**config.mk**
```make
export PLATFORM = sky130hd
export DESIGN_NAME = atm_monitor
export DESIGN_NICKNAME = d
export VERILOG_FILES = /design/src/hdl/atm_pkg.sv /design/src/hdl/atm_monitor.sv
export SDC_FILE = /design/constraint.sdc
export NUM_CORES = 1
export LEC_CHECK = 0
export BUFFER_PORTS_ARGS = -buffer_cell sky130_fd_sc_hd__buf_2
export CAP_MARGIN = 15
export CORE_MARGIN = 10
export CORE_UTILIZATION = 40
export DETAILED_ROUTE_END_ITERATION = 12
export GPL_TIMING_DRIVEN = 0
export PLACE_DENSITY_LB_ADDON = 0.2
export SLEW_MARGIN = 15
export SYNTH_ARGS = -nofsm -noshare
export SYNTH_HDL_FRONTEND = slang
export SYNTH_SLANG_ARGS = --single-unit
export TNS_END_PERCENT = 100
```
**constraint.sdc**
```tcl
create_clock -name mclk -period 4.7 [get_ports mclk]
set_clock_uncertainty 0.2 [all_clocks]
set_input_delay 0 -clock mclk [delete_from_list [all_inputs] [get_ports mclk]]
set_output_delay 0 -clock mclk [all_outputs]
set_load 0.05 [all_outputs]
```
**src/hdl/atm_pkg.sv**
```systemverilog
package atm_pkg;
    // Clock and timing
    localparam int CLK_MHZ     = 40;
    localparam int US_CYC      = CLK_MHZ;
    localparam int HS_LOSS_US  = 100;
    localparam int HS_LOSS_CYC = HS_LOSS_US * CLK_MHZ;
    localparam int VD_CYC      = 4;
    localparam int HS_W_CYC    = 8;
    // Geometry limit of the time base
    localparam logic [11:0] GEOM_MAX = 12'h800;
    // Register word indexes
    localparam logic [3:0] A_CTRL  = 4'h0;
    localparam logic [3:0] A_DEB   = 4'h1;
    localparam logic [3:0] A_GEOM  = 4'h2;
    localparam logic [3:0] A_STAT  = 4'h3;
    localparam logic [3:0] A_MASK  = 4'h4;
    localparam logic [3:0] A_LINE  = 4'h5;
    localparam logic [3:0] A_EXPO  = 4'h6;
    localparam logic [3:0] A_STATE = 4'h7;
    // Control fields
    localparam int C_EN     = 0;
    localparam int C_FMT    = 1;
    localparam int C_MASTER = 3;
    localparam int C_DECIM  = 4;
    localparam int C_CAM    = 5;
    localparam int C_PLANE  = 7;
    localparam int CTRL_W   = 9;
    // Reset values
    localparam logic [8:0]  CTRL_RST   = 9'h000;
    localparam logic [7:0]  DEB_RST    = 8'h01;
    localparam logic [11:0] WID_RST    = 12'h280;
    localparam logic [11:0] HGT_RST    = 12'h1e0;
    localparam logic [15:0] LPER_RST   = 16'h0a00;
    localparam logic [15:0] MINGAP_RST = 16'h0100;
    localparam logic [15:0] EXPO_RST   = 16'h03e8;
    // Event bits
    localparam int EV_TRIG = 0;
    localparam int EV_SOF  = 1;
    localparam int EV_EOF  = 2;
    localparam int EV_EOT  = 3;
    localparam int EV_SKIP = 4;
    localparam int EV_LOS  = 5;
    localparam int NEV     = 6;
    // Pixel formats
    localparam logic [1:0] FMT_MONO8  = 2'h0;
    localparam logic [1:0] FMT_YUV16  = 2'h1;
    localparam logic [1:0] FMT_RGB32  = 2'h2;
    localparam logic [1:0] FMT_PLANAR = 2'h3;

    typedef enum logic [6:0] {
        ST_IDLE   = 7'h01,
        ST_EXPOSE = 7'h02,
        ST_VD     = 7'h04,
        ST_WAITVS = 7'h08,
        ST_ACTIVE = 7'h10,
        ST_XFER   = 7'h20,
        ST_HALT   = 7'h40
    } atm_state_t;
endpackage

```
**src/hdl/atm_monitor.sv**
```systemverilog
`timescale 1ns/1ps
// Function
// - Trigger accepted only after programmed microsecond persistence
// - Trigger, frame start, frame end, transfer end events
// - Full buffer or slow host discards frame
// - Short image or missing HS flags sync loss
// - Oversized image cropped without sync loss
// - Readout mode drives HS from internal timebase
// - One trigger and strobe per camera triple
// - Three cameras packed as C1,C2,C3,unused byte
// - Four selectable pixel output formats
// - Pixel clock range, halved with decimator
// - Time base geometry up to 2048 square
// - Halt until HS; close HS pulses flag loss
// - Common frame reset, then VD per camera
module atm_monitor
    import atm_pkg::*;
(
    // Clock and reset
    input  wire logic        mclk,
    input  wire logic        nrst,
    // Register port
    input  wire logic [3:0]  reg_addr,
    input  wire logic [31:0] reg_wdata,
    input  wire logic        reg_wr,
    input  wire logic        reg_rd,
    output logic      [31:0] reg_rdata,
    output logic             irq,
    // Trigger groups
    input  wire logic [1:0]  group_trigger_in_pos,
    input  wire logic [1:0]  group_trigger_in_neg,
    output logic      [1:0]  group_flash_out,
    // Cameras
    input  wire logic [1:0]  camera_sample_clock,
    input  wire logic [5:0]  cam_hs_in,
    input  wire logic [5:0]  cam_vs_in,
    input  wire logic [47:0] cam_pix,
    output logic      [5:0]  cam_hs_out,
    output logic      [5:0]  cam_hs_oe_n,
    output logic      [5:0]  cam_vd_out,
    output logic      [5:0]  cam_vd_oe_n,
    output logic      [5:0]  cam_frame_reset,
    // Host path
    input  wire logic        buf_full,
    input  wire logic        host_ready,
    input  wire logic        host_done,
    output logic      [31:0] host_word,
    output logic             host_valid
);

    function automatic logic [2:0] cam_no(logic g, logic [1:0] c);
        cam_no = g ? 3'(c + 2'h3) : {1'b0, c};
    endfunction

    function automatic logic [11:0] clamp(logic [11:0] v);
        clamp = (v > GEOM_MAX) ? GEOM_MAX : v;
    endfunction

    logic [65:0]         sy1, sy2;
    logic [1:0]          prv_clk;
    logic [5:0]          prv_hs, prv_vs;
    logic [CTRL_W-1:0]   ctrl;
    logic [7:0]          deb;
    logic [11:0]         width, height, pix_cnt, line_cnt;
    logic [NEV-1:0]      stat, mask, ev;
    logic [15:0]         line_per, min_gap, expo, tmr, tb_cnt, hs_gap;
    logic [5:0]          us_cnt;
    logic [5:0]          dcyc [2];
    logic [7:0]          deb_cnt [2];
    logic [1:0]          fired, trig_ok;
    logic                grp, dec_ph;
    logic [1:0]          cidx;
    logic [31:0]         pk_buf;
    logic [1:0]          pk_n;
    atm_state_t          st;

    // Every trigger and camera level passes two flops first
    always_ff @(posedge mclk or negedge nrst) begin
        if (!nrst) begin
            sy1 <= '0;
            sy2 <= '0;
        end else begin
            sy1 <= {group_trigger_in_pos, group_trigger_in_neg,
                    camera_sample_clock, cam_hs_in, cam_vs_in, cam_pix};
            sy2 <= sy1;
        end
    end

    logic [1:0]  trig_p, trig_n, pclk, lvl;
    logic [5:0]  hs, vs;
    logic [47:0] pix;
    assign trig_p = sy2[65:64];
    assign trig_n = sy2[63:62];
    assign pclk   = sy2[61:60];
    assign hs     = sy2[59:54];
    assign vs     = sy2[53:48];
    assign pix    = sy2[47:0];
    assign lvl    = trig_p & ~trig_n;

    always_ff @(posedge mclk or negedge nrst) begin
        if (!nrst) begin
            prv_clk <= '0;
            prv_hs  <= '0;
            prv_vs  <= '0;
        end else begin
            prv_clk <= pclk;
            prv_hs  <= hs;
            prv_vs  <= vs;
        end
    end

    logic        master, tb_hs, hs_ev, vs_rise, pix_ev, take, emit, skip;
    logic        los, end_frame;
    logic [2:0]  cur;
    logic [1:0]  fmt;
    logic [7:0]  deb_min, pbyte;
    logic [23:0] gpix;
    logic [31:0] nw;
    assign master  = ctrl[C_MASTER];
    assign fmt     = ctrl[C_FMT +: 2];
    assign cur     = cam_no(grp, cidx);
    assign deb_min = (deb == 8'h00) ? DEB_RST : deb;
    assign tb_hs   = master && (tb_cnt == 16'h0000);
    assign hs_ev   = master ? tb_hs : (hs[cur] & ~prv_hs[cur]);
    assign vs_rise = vs[cur] & ~prv_vs[cur];
    // Decimator halves the effective pixel rate
    assign pix_ev  = (pclk[grp] & ~prv_clk[grp]) &&
                     (!ctrl[C_DECIM] || dec_ph);
    // Cropper: pixels and lines beyond geometry are dropped
    assign take    = pix_ev && st == ST_ACTIVE && line_cnt != 12'h000 &&
                     line_cnt <= height && pix_cnt < width;
    assign gpix    = grp ? pix[47:24] : pix[23:0];
    assign pbyte   = (fmt == FMT_PLANAR)
                   ? gpix[{ctrl[C_PLANE +: 2], 3'h0} +: 8]
                   : pix[{cur, 3'h0} +: 8];
    assign skip    = take && emit && (!host_ready || buf_full);
    assign los     = (hs_gap >= 16'(HS_LOSS_CYC)) ||
                     (hs_ev && hs_gap < min_gap);
    assign end_frame = master ? (hs_ev && line_cnt == height) : vs_rise;

    // Format packer
    always_comb begin
        nw   = pk_buf;
        emit = 1'b0;
        case (fmt)
            FMT_RGB32: begin
                nw   = {8'h00, gpix[23:16], gpix[15:8], gpix[7:0]};
                emit = 1'b1;
            end
            FMT_YUV16: begin
                nw   = pk_n[0] ? {gpix[15:0], pk_buf[15:0]}
                               : {16'h0000, gpix[15:0]};
                emit = pk_n[0];
            end
            default: begin
                nw   = pk_buf | (32'(pbyte) << {pk_n, 3'h0});
                emit = (pk_n == 2'h3);
            end
        endcase
    end

    always_ff @(posedge mclk or negedge nrst) begin
        if (!nrst) begin
            pk_buf     <= '0;
            pk_n       <= '0;
            host_word  <= '0;
            host_valid <= 1'b0;
            dec_ph     <= 1'b0;
        end else begin
            host_valid <= take && emit && !skip;
            if (pclk[grp] & ~prv_clk[grp])
                dec_ph <= ~dec_ph;
            if (st != ST_ACTIVE) begin
                pk_buf <= '0;
                pk_n   <= '0;
            end else if (take) begin
                host_word <= nw;
                pk_buf    <= emit ? 32'h0000_0000 : nw;
                pk_n      <= emit ? 2'h0 : 2'(pk_n + 2'h1);
            end
        end
    end

    // Per-group debounce in whole microseconds
    always_ff @(posedge mclk or negedge nrst) begin
        if (!nrst) begin
            dcyc    <= '{default: '0};
            deb_cnt <= '{default: '0};
            fired   <= '0;
            trig_ok <= '0;
        end else begin
            for (int g = 0; g < 2; g++) begin
                trig_ok[g] <= lvl[g] && !fired[g] && deb_cnt[g] >= deb_min;
                if (!lvl[g]) begin
                    dcyc[g]    <= '0;
                    deb_cnt[g] <= '0;
                    fired[g]   <= 1'b0;
                end else begin
                    if (trig_ok[g])
                        fired[g] <= 1'b1;
                    if (dcyc[g] == 6'(US_CYC - 1)) begin
                        dcyc[g] <= '0;
                        if (deb_cnt[g] != 8'hff)
                            deb_cnt[g] <= 8'(deb_cnt[g] + 8'h01);
                    end else begin
                        dcyc[g] <= 6'(dcyc[g] + 6'h01);
                    end
                end
            end
        end
    end

    // Internal time base, HS gap and microsecond tick
    always_ff @(posedge mclk or negedge nrst) begin
        if (!nrst) begin
            tb_cnt <= '0;
            hs_gap <= '0;
            us_cnt <= '0;
        end else begin
            tb_cnt <= (!master || tb_cnt >= line_per) ? 16'h0000
                                                      : 16'(tb_cnt + 16'h1);
            hs_gap <= hs_ev ? 16'h0000
                    : (hs_gap == 16'hffff ? hs_gap : 16'(hs_gap + 16'h1));
            us_cnt <= (us_cnt == 6'(US_CYC - 1)) ? 6'h00 : 6'(us_cnt + 6'h1);
        end
    end

    // Acquisition sequencer
    always_ff @(posedge mclk or negedge nrst) begin
        if (!nrst) begin
            st              <= ST_IDLE;
            ev              <= '0;
            grp             <= 1'b0;
            cidx            <= '0;
            tmr             <= '0;
            pix_cnt         <= '0;
            line_cnt        <= '0;
            group_flash_out <= '0;
        end else begin
            ev <= '0;
            case (st)
                ST_IDLE: begin
                    if (ctrl[C_EN] && |trig_ok) begin
                        grp                   <= !trig_ok[0];
                        group_flash_out[!trig_ok[0]] <= 1'b1;
                        ev[EV_TRIG]           <= 1'b1;
                        cidx <= master ? 2'h0 : ctrl[C_CAM +: 2];
                        tmr  <= '0;
                        st   <= master ? ST_EXPOSE : ST_WAITVS;
                    end
                end
                ST_EXPOSE: begin
                    if (us_cnt == 6'h00)
                        tmr <= 16'(tmr + 16'h1);
                    if (tmr >= expo) begin
                        tmr <= '0;
                        st  <= ST_VD;
                    end
                end
                ST_VD: begin
                    tmr <= 16'(tmr + 16'h1);
                    if (tmr == 16'(VD_CYC - 1)) begin
                        st          <= ST_ACTIVE;
                        ev[EV_SOF]  <= 1'b1;
                        pix_cnt     <= '0;
                        line_cnt    <= '0;
                    end
                end
                ST_WAITVS: begin
                    if (los) begin
                        st         <= ST_HALT;
                        ev[EV_LOS] <= 1'b1;
                    end else if (vs_rise) begin
                        st         <= ST_ACTIVE;
                        ev[EV_SOF] <= 1'b1;
                        pix_cnt    <= '0;
                        line_cnt   <= '0;
                    end
                end
                ST_ACTIVE: begin
                    if (los) begin
                        st         <= ST_HALT;
                        ev[EV_LOS] <= 1'b1;
                    end else if (skip) begin
                        st              <= ST_IDLE;
                        ev[EV_SKIP]     <= 1'b1;
                        group_flash_out <= '0;
                    end else if (end_frame) begin
                        if (line_cnt < height) begin
                            st         <= ST_HALT;
                            ev[EV_LOS] <= 1'b1;
                        end else begin
                            st         <= ST_XFER;
                            ev[EV_EOF] <= 1'b1;
                        end
                    end else if (hs_ev) begin
                        pix_cnt <= '0;
                        if (line_cnt <= height)
                            line_cnt <= 12'(line_cnt + 12'h1);
                    end else if (take) begin
                        pix_cnt <= 12'(pix_cnt + 12'h1);
                    end
                end
                ST_XFER: begin
                    if (host_done) begin
                        ev[EV_EOT] <= 1'b1;
                        tmr        <= '0;
                        if (master && cidx != ctrl[C_CAM +: 2]) begin
                            cidx <= 2'(cidx + 2'h1);
                            st   <= ST_VD;
                        end else begin
                            st              <= ST_IDLE;
                            group_flash_out <= '0;
                        end
                    end
                end
                ST_HALT: begin
                    if (hs_ev) begin
                        st              <= ST_IDLE;
                        group_flash_out <= '0;
                    end
                end
                default: st <= ST_IDLE;
            endcase
        end
    end

    // Sync master outputs
    always_ff @(posedge mclk or negedge nrst) begin
        if (!nrst) begin
            cam_hs_out      <= '0;
            cam_hs_oe_n     <= '1;
            cam_vd_out      <= '0;
            cam_vd_oe_n     <= '1;
            cam_frame_reset <= '0;
        end else begin
            cam_hs_out  <= {6{master && tb_cnt < 16'(HS_W_CYC)}};
            cam_hs_oe_n <= {6{!master}};
            cam_vd_oe_n <= {6{!master}};
            cam_vd_out  <= (st == ST_VD) ? 6'(6'h01 << cur) : 6'h00;
            // Frame reset to the whole triple at once
            cam_frame_reset <= (st == ST_EXPOSE && tmr == 16'h0000)
                             ? (grp ? 6'h38 : 6'h07) : 6'h00;
        end
    end

    // Register port and interrupt
    always_ff @(posedge mclk or negedge nrst) begin
        if (!nrst) begin
            ctrl     <= CTRL_RST;
            deb      <= DEB_RST;
            width    <= WID_RST;
            height   <= HGT_RST;
            mask     <= '0;
            line_per <= LPER_RST;
            min_gap  <= MINGAP_RST;
            expo     <= EXPO_RST;
        end else if (reg_wr) begin
            case (reg_addr)
                A_CTRL: ctrl <= reg_wdata[CTRL_W-1:0];
                A_DEB:  deb  <= reg_wdata[7:0];
                A_GEOM: begin
                    width  <= clamp(reg_wdata[11:0]);
                    height <= clamp(reg_wdata[27:16]);
                end
                A_MASK: mask <= reg_wdata[NEV-1:0];
                A_LINE: begin
                    line_per <= reg_wdata[15:0];
                    min_gap  <= reg_wdata[31:16];
                end
                A_EXPO: expo <= reg_wdata[15:0];
                default: ;
            endcase
        end
    end

    always_ff @(posedge mclk or negedge nrst) begin
        if (!nrst) begin
            stat      <= '0;
            irq       <= 1'b0;
            reg_rdata <= '0;
        end else begin
            // A new event wins over the read clear
            stat <= ((reg_rd && reg_addr == A_STAT) ? '0 : stat)
                  | ev;
            irq  <= |(stat & mask);
            reg_rdata <= '0;
            if (reg_rd) begin
                case (reg_addr)
                    A_CTRL:  reg_rdata <= 32'(ctrl);
                    A_DEB:   reg_rdata <= 32'(deb);
                    A_GEOM:  reg_rdata <= {4'h0, height, 4'h0, width};
                    A_STAT:  reg_rdata <= 32'(stat);
                    A_MASK:  reg_rdata <= 32'(mask);
                    A_LINE:  reg_rdata <= {min_gap, line_per};
                    A_EXPO:  reg_rdata <= 32'(expo);
                    A_STATE: reg_rdata <= {4'h0, line_cnt, 9'h000, st};
                    default: reg_rdata <= '0;
                endcase
            end
        end
    end
endmodule // atm_monitor

```
# After elaboration in Yosys (flattened, before gate mapping)
# Index checks and enable logic that the tools add are counted.
[classes] n_bitwise=14 eq_ne=54 n_shift=4 add_sub_neg=13 n_lt_le_gt_ge=16 reduce_logical=61 mux=123
[ops] cell="case mux 32 bit (8 select lines)" n=1
[ops] cell="2-to-1 mux 12 bit" n=15
[ops] cell="2-to-1 mux 32 bit" n=5
[ops] cell="2-to-1 mux 16 bit" n=7
[ops] cell="2-to-1 mux 7 bit" n=11
[ops] cell="case mux 12 bit (3 select lines)" n=2
[ops] cell="2-to-1 mux 8 bit" n=8
[ops] cell="case mux 16 bit (4 select lines)" n=1
[ops] cell="case mux 32 bit (2 select lines)" n=1
[ops] cell="2-to-1 mux 6 bit" n=9
[ops] cell="case mux 7 bit (7 select lines)" n=1
[ops] cell="adder 16 x 1 -> 16 bit (second input constant)" n=3
[ops] cell="indexed part select 48 x 7 -> 8 bit" n=1
[ops] cell="2-to-1 mux 1 bit" n=35
[ops] cell="!= test 2 bit (second input constant)" n=17
[ops] cell=">= comparator 16 bit" n=2
[ops] cell="zero test 16 bit" n=2
[ops] cell="bitwise OR 32 bit" n=1
[ops] cell="<< shifter 8 x 5 -> 32 bit" n=1
[ops] cell="2-to-1 mux 2 bit" n=13
[ops] cell="adder 12 x 1 -> 12 bit (second input constant)" n=2
[ops] cell="> comparator 12 bit (second input constant)" n=2
[ops] cell="< comparator 12 bit" n=2
[ops] cell="2-to-1 mux 24 bit" n=1
[ops] cell="other kinds (67)" n=142
[word_totals] out_inout_bits=98 inputBits=109 ff_bits=490 word_cells=328

# Logic depth before layout (Yosys ltp)
# Gate-level depths: netlist of run 1.
[depth] ltp_word=15 depth_mapped=12 ltp_nobuf=11

# Worst setup path after synthesis of run 1
# Ideal clock, no wire load.
[synth_path] path_kind="register to register" startpoint="register cidx[0]" endpoint="register pix_cnt[0]" synth_period_minus_slack_ns=3.057 required_ns=4.381 n_path_buf=1 setup_time_ns=0.119 stages_incl_launch_ff=11 path_slack_ns=1.643 arrival_ns=2.738 cell_sequence="dfrtp_1 > inv_1 > ha_1 > and2_1 > nand2b_1 > clkbuf_1 > a2111oi_0 > a311oi_1 > o311ai_4 > or4b_1 > o21a_1"
[synth_via] elab_chain_len=12 word_cells_on_any_way=30 classes_between="add/sub (1); eq/ne (5); mux (16); bitwise (4); reduce/logical (4)"
[synth_lines] element="start: declaration" line="atm_monitor.sv:72" text="logic [1:0] cidx;"
[synth_lines] element="start signal: assignment" line="atm_monitor.sv:247" text="cidx <= master ? 2'h0 : ctrl[C_CAM +: 2];"
[synth_lines] element="start signal: assignment" line="atm_monitor.sv:309" text="cidx <= 2'(cidx + 2'h1);"
[synth_lines] element="adder 2 x 2 -> 3 bit" line="atm_monitor.sv:52" text="cam_no = g ? 3'(c + 2'h3) : {1'b0, c};"
[synth_lines] element="2-to-1 mux 3 bit (*)" line="atm_monitor.sv:52"
[synth_lines] element="binary-select mux 1 bit (select 3 bit)" line="atm_monitor.sv:124" text="assign hs_ev = master ? tb_hs : (hs[cur] & ~prv_hs[cur]);"
[synth_lines] element="2-to-1 mux 1 bit (implied by the code)" line="atm_monitor.sv:124"
[synth_lines] element="NOT 1 bit" line="atm_monitor.sv:124"
[synth_lines] element="AND 1 bit" line="atm_monitor.sv:124"
[synth_lines] element="2-to-1 mux 1 bit" line="atm_monitor.sv:124"
[synth_lines] element="2-to-1 mux 12 bit" line="atm_monitor.sv:296" text="end else if (hs_ev) begin"
[synth_lines] element="2-to-1 mux 12 bit" line="atm_monitor.sv:288" text="end else if (end_frame) begin"
[synth_lines] element="2-to-1 mux 12 bit" line="atm_monitor.sv:284" text="end else if (skip) begin"
[synth_lines] element="2-to-1 mux 12 bit" line="atm_monitor.sv:281" text="if (los) begin"
[synth_lines] element="case mux 12 bit (3 select lines)" line="atm_monitor.sv:241" text="case (st)"
[synth_lines] element="end signal: assignment" line="atm_monitor.sv:301" text="pix_cnt <= 12'(pix_cnt + 12'h1);"
[synth_lines] element="end: declaration" line="atm_monitor.sv:64" text="logic [11:0] width, height, pix_cnt, line_cnt;"
# Every way passes the cells marked *; elsewhere a longest branch is shown, timed or not. The select of a mux whose other input is x is not followed.
# A chain may end at the register's enable or synchronous reset.

# Worst setup path in the final report of run 1
[layout_path] startpoint="register height[7]" endpoint="register st[5]"
[layout_via] elab_chain_len=8 word_cells_on_any_way=16 classes_between="order compare (2); eq/ne (2); mux (6); reduce/logical (6)"
[layout_lines] element="start: declaration" line="atm_monitor.sv:64"
[layout_lines] element="start signal: assignment" line="atm_monitor.sv:364" text="height <= clamp(reg_wdata[27:16]);"
[layout_lines] element="<= comparator 12 bit" line="atm_monitor.sv:131" text="line_cnt <= height && pix_cnt < width;"
[layout_lines] element="logical AND 1 bit" line="atm_monitor.sv:130" text="assign take = pix_ev && st == ST_ACTIVE && line_cnt != 12'h000 &&"
[layout_lines] element="logical AND 1 bit" line="atm_monitor.sv:131"
[layout_lines] element="logical AND 1 bit (2 in series)" line="atm_monitor.sv:136" text="assign skip = take && emit && (!host_ready || buf_full);"
[layout_lines] element="2-to-1 mux 7 bit" line="atm_monitor.sv:284"
[layout_lines] element="2-to-1 mux 7 bit" line="atm_monitor.sv:281"
[layout_lines] element="case mux 7 bit (7 select lines)" line="atm_monitor.sv:241"
[layout_lines] element="end signal: assignment" line="atm_monitor.sv:249" text="st <= master ? ST_EXPOSE : ST_WAITVS;"
[layout_lines] element="end: declaration" line="atm_monitor.sv:75" text="atm_state_t st;"
# Several ways; a longest one is shown, not always the timed one. The select of a mux whose other input is x is not followed.

==> results of run 1 <==
## stage by stage
step                      utilization   TNS, ns  area [µm²]  power [W]
after floorplan                     -         0       22900    0.00699
after global placement          0.440  -3017.06       24900    0.00800
after detailed placement        0.442         0       25000    0.00808
after CTS                       0.511         0       28900     0.0126
after global routing            0.511         0       28900     0.0131
final                           0.511         0       28900     0.0125
## sequential cells by signal (all words and copies together) (netlist names), 16 cells and up
signal     cells
deb_cnt       16
reg_rdata     32
expo          16
sy1           66
tmr           16
hs_gap        16
line_per      16
pk_buf        32
host_word     32
tb_cnt        16
min_gap       16
sy2           66
## worst max-delay path: cells and delay by family, from the launching register on
family	cells	cell delay (ns)
buffers and inverters	1	0.05
AO/OA/AOI/OAI	2	0.36
AND/OR/NAND/NOR	6	2.58
flip-flops	1	0.56
adder cells (fa/ha/maj)	1	0.30
## cells by family after synthesis
kind of cell | count (synthesis) | share of synthesized area
AOI/OAI and AO/OA | 513 | 0.152
xor gates and xnor gates | 57 | 0.0218
adders and majority gates | 106 | 0.0579
buffers and inverters | 229 | 0.0422
DFF | 486 | 0.532
muxes | 125 | 0.0614
and+or+nand+nor | 616 | 0.133
## cell usage in the layout, fill, tap and decap left out, drive strengths merged, types with 32 or more instances in the layout
| cell | instances |
|---|---|
| nand2b | 36 |
| mux2i | 37 |
| nor2 | 157 |
| buf | 251 |
| dfrtp | 468 |
| a21oi | 104 |
| a22oi | 32 |
| a21o | 49 |
| clkbuf | 142 |
| nand3 | 61 |
| mux2 | 85 |
| nand2 | 165 |
| nor3 | 46 |
| inv | 125 |
| o21ai | 124 |
| dlygate4sd3 | 205 |
| ha | 106 |
## worst min path at each step
stage	end	cells past startpoint
after floorplan	cam_frame_reset[2]	0
after global placement	sy1[27]	1
after detailed placement	reg_rdata[10]	1
after CTS	min_gap[0]	3
after global routing	st[5]	3
final	st[5]	3
## synth_stat cells, types with 43 or more instances
master	number	area [µm²]
clkbuf_1	63	236
mux2_2	84	946
a21oi_1	103	515
o21ai_0	121	606
ha_1	106	1330
nand3_1	61	305
inv_1	124	465
a21o_1	49	368
nor3_1	43	215
dfrtp_1	468	11700
nand2_1	165	619
nor2_1	154	578
## final cells by class
class,count,area [µm²]
clock inverter,23,275
multi-input combinational,1417,9770
timing repair buffer,416,3260
sequential,486,12200
inverter,126,473
tap,756,946
buffer,103,494
clock buffer,79,1550
fill,5069,27700
## per-layer routing
metal | part of all wire | GRT usage | up-vias
met1 | 0.45 | 0.275 | 9183
met5 | 0 | 0 | -
met3 | 0.060 | 0.0362 | 101
li1 | - | - | 8584
met2 | 0.47 | 0.329 | 562
met4 | 0.021 | 0.0528 | 0
## report_power, final
group          total (W)  switching, W  internal (W)  leakage, nW
Combinational    0.00338       0.00208       0.00130         6.33
Sequential       0.00482      0.000292       0.00453         6.21
Clock            0.00430       0.00179       0.00251        0.893
Total             0.0125       0.00416       0.00834         13.4
==> reports/qor.yml, run 1 <==
setup_path:
  crit_path_end_kind: "flop"
  timing.reg2reg.setup_slack_ns: 0.55
  crit_chain: "inv_1, ha_1, nand4_1, or4_4, nor4_1, nand2_1, o21a_1, nand2b_1, nor4b_1, o21bai_1"
  required_ns: 5.02
  setup.worst_path.class: "reg2reg"
  critPathLaunch: "height[7]"
  worst_path_max_delay_cell: "nor4_1"
  worst-endpoint-arrival_ns: 4.48
  worstSetupStartpointType: "flop"
  r2r-end: "st[5]"
  worstPathMaxFanout: 5
  r2r-start: "height[7]"
  critPathMaxStageDelay_ns: 0.84
  reg2reg_depth: 10
  critPathCapture: "st[5]"
clock_tree:
  cts_tree: "done"
  cts_hold_buf: 206
  ctsResizeCount: 0
  cts_max_level: 2
  clk_pin_slew_worst_paths_ns: 0.06
  clock-sinks: 486
  cts-root-buf: "clkbuf_16"
  cts_buffer_depth: 3
  clk_latency_ns: 0.63
  postCtsSetupBuffers: 0
  numCtsBuffers: 54
layout:
  diodes: 0
  fin_nets: 2819
  layout.cells.non_filler: 3406
  drive_gt1_frac: 0.178
  area_delta_synth_final_pct: 26.3
yosys:
  syn_area_um2: 22900
  ys_dominant_reg_cell: "dfrtp_1"
  synth_seq_area_share: 0.532
  synth_fp_nets: 2347
  synth_cell_types: 94
  synth_cells: 2132
  yosys_register_bits: 486
  synthArstFlopShare: 1.00
  synth-edff-count: 0
  syn_avg_cell_area_um2: 10.7
  ys_warn_count: 0
timing:
  hold_viol: 0
  rsz0062_at_grt: "false"
  worst_slack_ns: 0.546
  slew_viol_final: 0
  setup_violations: 0
  slew-limit-headroom: 0.152
  layout_min_cycle_time_ns: 4.15
  fin_hold_ws_ns: 0.0332
  tightest_slew_ns: 1.26
  max_freq_ghz: 0.241
  finalCritPeriodShare: 0.884
power:
  power_density_nw_per_um2: 432
  vdd.ir_drop.worst_v: 0.000411
  leakagePower_nw: 13.4
hold_path:
  min_path_type: "in2reg"
  hold_path_startpoint: "host_done"
grt:
  grt_pass1_vias: 18900
  grt_usage: 0.203
  antenna_found_initial: 0
  grt_max_degree: 108
  grt_pass1_wl_um: 109000
  overflow: 0
routing:
  route.detailed.drc: 0
  vias_per_cell: 5.41
  antenna_left: 0
  drt_iter0_markers: 1607
  wl_per_cell_um: 20.1
  vias: 18400
  drt_pass1_iterations: 6
  drt-total-wl_um: 68500
place:
  hpwl_um: 49400
  io_buffers: 204
  routabilityCongestion: 0.905
  place_ws_ns: 0.605
  place_inst: 3098
floorplanning:
  dieArea_um2: 67300
  rows: 87
  initial_core_util: 0.405
  core_um2: 56600
  io_pins: 207
  dieHeight_um: 259
  die_x_um: 259
run_status:
  outcome: "finished, final reports clean"
job:
  cap_violations: 0
(Power assumes the default switching activity.)
==> inputs of run 2 (changes only) <==
- ABC_CLOCK_PERIOD_IN_PS: unset -> 4700
- BUFFER_PORTS_ARGS: -buffer_cell sky130_fd_sc_hd__buf_2 -> unset
- CORE_UTILIZATION: 40 -> 45
- DONT_BUFFER_PORTS: unset -> 1
==> run 2 against run 1 <==
The run now ends with hold timing, slew limit left; setup slack lost 0.35 ns; non-clock buffer count shrank 191; routed wire length decreased by 2.0%; largest cell class unchanged; clock power hardly changed; combinational power is 6.2% lower; sequential power rose by 1%; critical path depth is 1 higher; hold slack got worse by 1.1 ns; design area down 3.9%; power shrank 1.0%.
==> reports/qor.yml, run 2 (synthesis results as in run 1) <==
grt:
  overflow: 0
  antenna_found_initial: 1
  grt_usage: 0.221
  grt_pass1_vias: 17900
  grt_max_degree: 487
  grt_pass1_wl_um: 106000
routing:
  antenna_left: 0
  drt_iter0_markers: 1428
  vias_per_cell: 5.64
  drt-total-wl_um: 67200
  route.detailed.drc: 0
  drt_pass1_iterations: 6
  vias: 17700
  wl_per_cell_um: 21.4
setup_path:
  setup.worst_path.class: "reg2reg"
  worstSetupStartpointType: "flop"
  required_ns: 5.06
  worstPathMaxFanout: 5
  worst-endpoint-arrival_ns: 4.87
  crit_path_end_kind: "flop"
floorplanning:
  core_um2: 50300
  initial_core_util: 0.456
  die_x_um: 246
  dieArea_um2: 60400
  dieHeight_um: 246
  io_pins: 207
  rows: 82
layout:
  drive_gt1_frac: 0.110
  top_regs: "sy1: 66 flops, sy2: 66 flops"
  mostFrequentLayoutCells: "468 x dfrtp_1, 224 x dlygate4sd3_1, 165 x nand2_1"
  fin_nets: 2627
  n_fill_cell: 4312
  layout_commonest_cell: "dfrtp_1"
  fin_area_um2: 27800
  area_delta_synth_final_pct: 21.4
timing:
  slew_viol_final: 235
  setup_violations: 0
  finalCritPeriodShare: 0.959
  hold_viol: 486
  slew-limit-headroom: -0.380
  tightest_slew_ns: 2.07
  layout_min_cycle_time_ns: 4.51
  fin_hold_ws_ns: -1.11
  rsz0062_at_grt: "false"
  tns_ns: 0
  max_freq_ghz: 0.222
place:
  routabilityCongestion: 0.894
  io_buffers: 0
  hpwl_um: 46500
  placed_area_um2: 23800
power:
  vdd.ir_drop.worst_v: 0.000435
  p_seq_frac: 0.395
  p_sw_frac: 0.332
  p_comb_frac: 0.256
  p_clk_frac: 0.349
  intPower_w: 0.00827
  leakagePower_nw: 12.5
  power_density_nw_per_um2: 445
  netSwitchingPower_w: 0.00411
clock_tree:
  cts_max_level: 2
  clk_latency_ns: 0.63
  cts_hold_buf: 224
  ctsResizeCount: 0
  cts_tree: "done"
  cts_buffer_depth: 3
  clk_pin_slew_worst_paths_ns: 0.07
  cts-root-buf: "clkbuf_16"
  numCtsBuffers: 53
  clock-sinks: 486
  postCtsSetupBuffers: 0
job:
  cap_violations: 0
run_status:
  outcome: "complete, but fails checks"
  violations: "hold timing, slew limit"
hold_path:
  min_path_type: "in2async"
==> run 2: cell count changes in the layout (fill, tap and decap cells not counted), moves of 2 or more <==
cell           change
buf_16             -6
clkbuf_8           -3
diode_2            +2
clkbuf_1           -9
clkinv_4           +3
dlygate4sd3_1     +19
clkinvlp_4         +7
inv_6              +2
buf_2            -203
==> run 2: path summary, 6_finish.rpt <==
kind	slack (ns)	cells past startpoint	startpoint	endpoint
setup / recovery	0.19	11	height[8]	st[5]
hold / removal	-1.11	0	nrst	reg_rdata[13]
setup reg to reg	0.19	11	height[8]	st[5]
hold reg to reg	0.15	0	sy1[63]	sy2[63]
max in group asynchronous	3.77	0	nrst	prv_vs[4]
min in group mclk	0.03	2	reg_wdata[9]	expo[9]
==> run 2: power by group through the flow <==
| stage | combinational, W | clock (W) | sequential, W |
|---|---|---|---|
| finish | 0.00317 | 0.00432 | 0.00488 |
| global route | 0.00345 | 0.00458 | 0.00492 |
| CTS | 0.00312 | 0.00438 | 0.00488 |
| detailed placement | 0.00289 | 0 | 0.00495 |
| global placement | 0.00284 | 0 | 0.00494 |
| floorplan | 0.00216 | 0 | 0.00483 |
==> run 2: through the flow <==
stage,power (W),utilization,setup slack (ns),cells
5_1_grt,0.0129,0.554,0.174,3130
6_report,0.0124,0.554,0.194,3131
3_3_place_gp,0.00778,0.473,0.783,2804
4_1_cts,0.0124,0.553,0.230,3129
3_5_place_dp,0.00784,0.473,0.758,2805
2_1_floorplan,0.00699,-,1.64,2132
==> run 2: final cells by class <==
cell class / instances / area (µm²) / share of cell area
clock buffers: 66 / 1450 / 0.0519
plain buffers: 103 / 494 / 0.0178
clock inverters: 34 / 367 / 0.0132
inverters: 126 / 473 / 0.0170
multi-input cells: 1417 / 9770 / 0.351
well taps: 672 / 841 / 0.0302
diodes: 2 / 5.00 / 0.000180
repair buffers: 225 / 2250 / 0.0808
flip-flops and latches: 486 / 12200 / 0.438
==> run 2: metal layers <==
layer | global-route usage | vias up | share of wire
met3 | 0.0449 | 109 | 0.061
met2 | 0.362 | 560 | 0.48
met4 | 0.0583 | 0 | 0.024
li1 | - | 8212 | -
met5 | 0 | - | 0
met1 | 0.294 | 8777 | 0.44
==> run 2: worst max-delay path, cell delays in order, from the launching register on <==
cell           delay (ns)
dfstp_2              0.54
inv_1                0.05
ha_1                 0.27
nand4_1              0.16
or4_4                0.65
nor4_1               0.69
nand2_1              0.15
o21a_1               0.16
nand2b_1             0.17
nor4b_1              0.65
o21bai_1             0.20
dlygate4sd3_1        0.56
==> inputs of run 3 (changes only) <==
- CORE_UTILIZATION: 45 -> 69
- SKIP_LAST_GASP: unset -> 1
==> run 3 against run 2 <==
The flow finishes with violations (hold timing); non-clock buffer count fell by 1; hold slack improved by 0.0099 ns; sequential share of layout area is 0.64 points higher; clock power decreased by 3%; sequential cell count is the same; via count up 8.5%; maximum frequency grew 7.2%; critical endpoint unchanged; largest power group unchanged.
==> reports/qor.yml, run 3 (synthesis results as in run 1) <==
run_status:
  outcome: "complete, but fails checks"
  violations: "hold timing"
grt:
  overflow: 0
  grt_max_degree: 487
  grt_pass1_wl_um: 112000
  grt_usage: 0.342
  grt_pass1_vias: 19600
  antenna_found_initial: 3
timing:
  slew-limit-headroom: 0.229
  max_freq_ghz: 0.238
  worst_slack_ns: 0.495
  finalCritPeriodShare: 0.895
  slew_viol_final: 0
  setup_violations: 0
  hold_viol: 486
  fin_hold_ws_ns: -1.10
  rsz0062_at_grt: "false"
  tightest_slew_ns: 1.14
  tns_ns: 0
  layout_min_cycle_time_ns: 4.21
setup_path:
  critPathMaxStageDelay_ns: 0.67
  crit_chain: "inv_1, ha_1, nand4_1, or4_4, nor4_1, nand2_1, o21a_1, nand2b_1, nor4b_1, o21bai_1, dlygate4sd3_1"
  worst_path_max_delay_cell: "or4_4"
  reg2reg_depth: 11
  worstPathMaxFanout: 5
  crit_path_end_kind: "flop"
  worstSetupStartpointType: "flop"
  required_ns: 5.05
  setup.worst_path.class: "reg2reg"
  worst-endpoint-arrival_ns: 4.55
clock_tree:
  numCtsBuffers: 49
  clk_latency_ns: 0.61
  cts_max_level: 2
  cts_buffer_depth: 3
  cts_hold_buf: 223
  cts_tree: "done"
  clk_pin_slew_worst_paths_ns: 0.07
  cts-root-buf: "clkbuf_16"
  clock-sinks: 486
layout:
  n_fill_cell: 1684
  top_regs: "sy1: 66 flops, sy2: 66 flops"
  area_delta_synth_final_pct: 19.7
  layout_commonest_cell: "dfrtp_1"
  drive_gt1_frac: 0.105
  fin_nets: 2622
  mostFrequentLayoutCells: "468 x dfrtp_1, 223 x dlygate4sd3_1, 165 x nand2_1"
routing:
  route.detailed.drc: 0
  vias_per_cell: 6.63
  drt_pass1_iterations: 6
  wl_per_cell_um: 24.4
  drt_iter0_markers: 2451
  antenna_left: 0
  vias: 19200
  drt-total-wl_um: 70500
floorplanning:
  initial_core_util: 0.703
  rows: 66
  dieHeight_um: 202
  core_um2: 32600
  io_pins: 207
  dieArea_um2: 40900
  die_x_um: 202
power:
  power_density_nw_per_um2: 454
  power.total_w: 0.0125
  vdd.ir_drop.worst_v: 0.000422
  leakagePower_nw: 12.5
place:
  routabilityCongestion: 0.928
  io_buffers: 0
  place_ws_ns: 0.806
  hpwl_um: 42900
job:
  cap_violations: 0
hold_path:
  min_path_type: "in2async"
## run 3: cell count changes in the layout (fill, tap and decap cells not counted), moves of 2 or more
| cell | change |
|---|---|
| clkbuf_16 | -4 |
| clkinvlp_4 | -7 |
| clkinv_4 | -3 |
| clkbuf_8 | +3 |
| diode_2 | +2 |
| clkbuf_1 | +3 |
| inv_6 | -2 |
## run 3: power by group
| part | internal [W] | switching [W] |
|---|---|---|
| clock network | 0.00238 | 0.00179 |
| logic | 0.00127 | 0.00210 |
| registers | 0.00452 | 0.000385 |
## run 3: layout make-up
cell class / instances / area (µm²) / share of cell area
clock inverter: 23 / 310 / 0.0113
tap: 442 / 553 / 0.0202
inverter: 126 / 473 / 0.0172
multi-input combinational: 1417 / 9770 / 0.356
antenna: 4 / 10.0 / 0.000365
buffer: 103 / 494 / 0.0180
clock buffer: 68 / 1400 / 0.0510
timing repair buffer: 224 / 2240 / 0.0816
sequential: 486 / 12200 / 0.444
## run 3: repair_timing
action,in CTS,in global routing
endpoints found under the hold margin,683,486
resized for setup,0,0
buffers inserted,0,0
## run 3: critical path: cells and delay by family, from the launching register on
kind,cells,cell delay [ns]
fa+ha+maj,1,0.26
simple gates,6,2.20
flops,1,0.54
compound gates,2,0.35
buf+inv,2,0.60
## run 3: stage by stage
stage	util	instance area, µm²	instances
detailed placement	0.720	23500	2575
floorplan	-	22900	2132
global placement	0.719	23500	2574
finish	0.841	27400	2893
CTS	0.841	27400	2889
global route	0.841	27400	2891
## run 3: routing by layer
metal,track usage,vias to the layer above,wire [µm]
met5,0,-,21
met4,0.158,2,3770
met3,0.0828,331,7120
met2,0.568,1286,33700
met1,0.416,9333,25900
li1,-,8215,-
## run 3: final timing paths
kind                                    start  slack [ns]       endpoint
worst max-delay path                height[8]        0.49          st[5]
worst min-delay path                     nrst       -1.10          ev[1]
worst max register to register      height[8]        0.49          st[5]
worst min register to register        sy1[58]        0.15        sy2[58]
max in group asynchronous                nrst        4.60  host_word[22]
min in group mclk               reg_wdata[23]        0.04     min_gap[7]
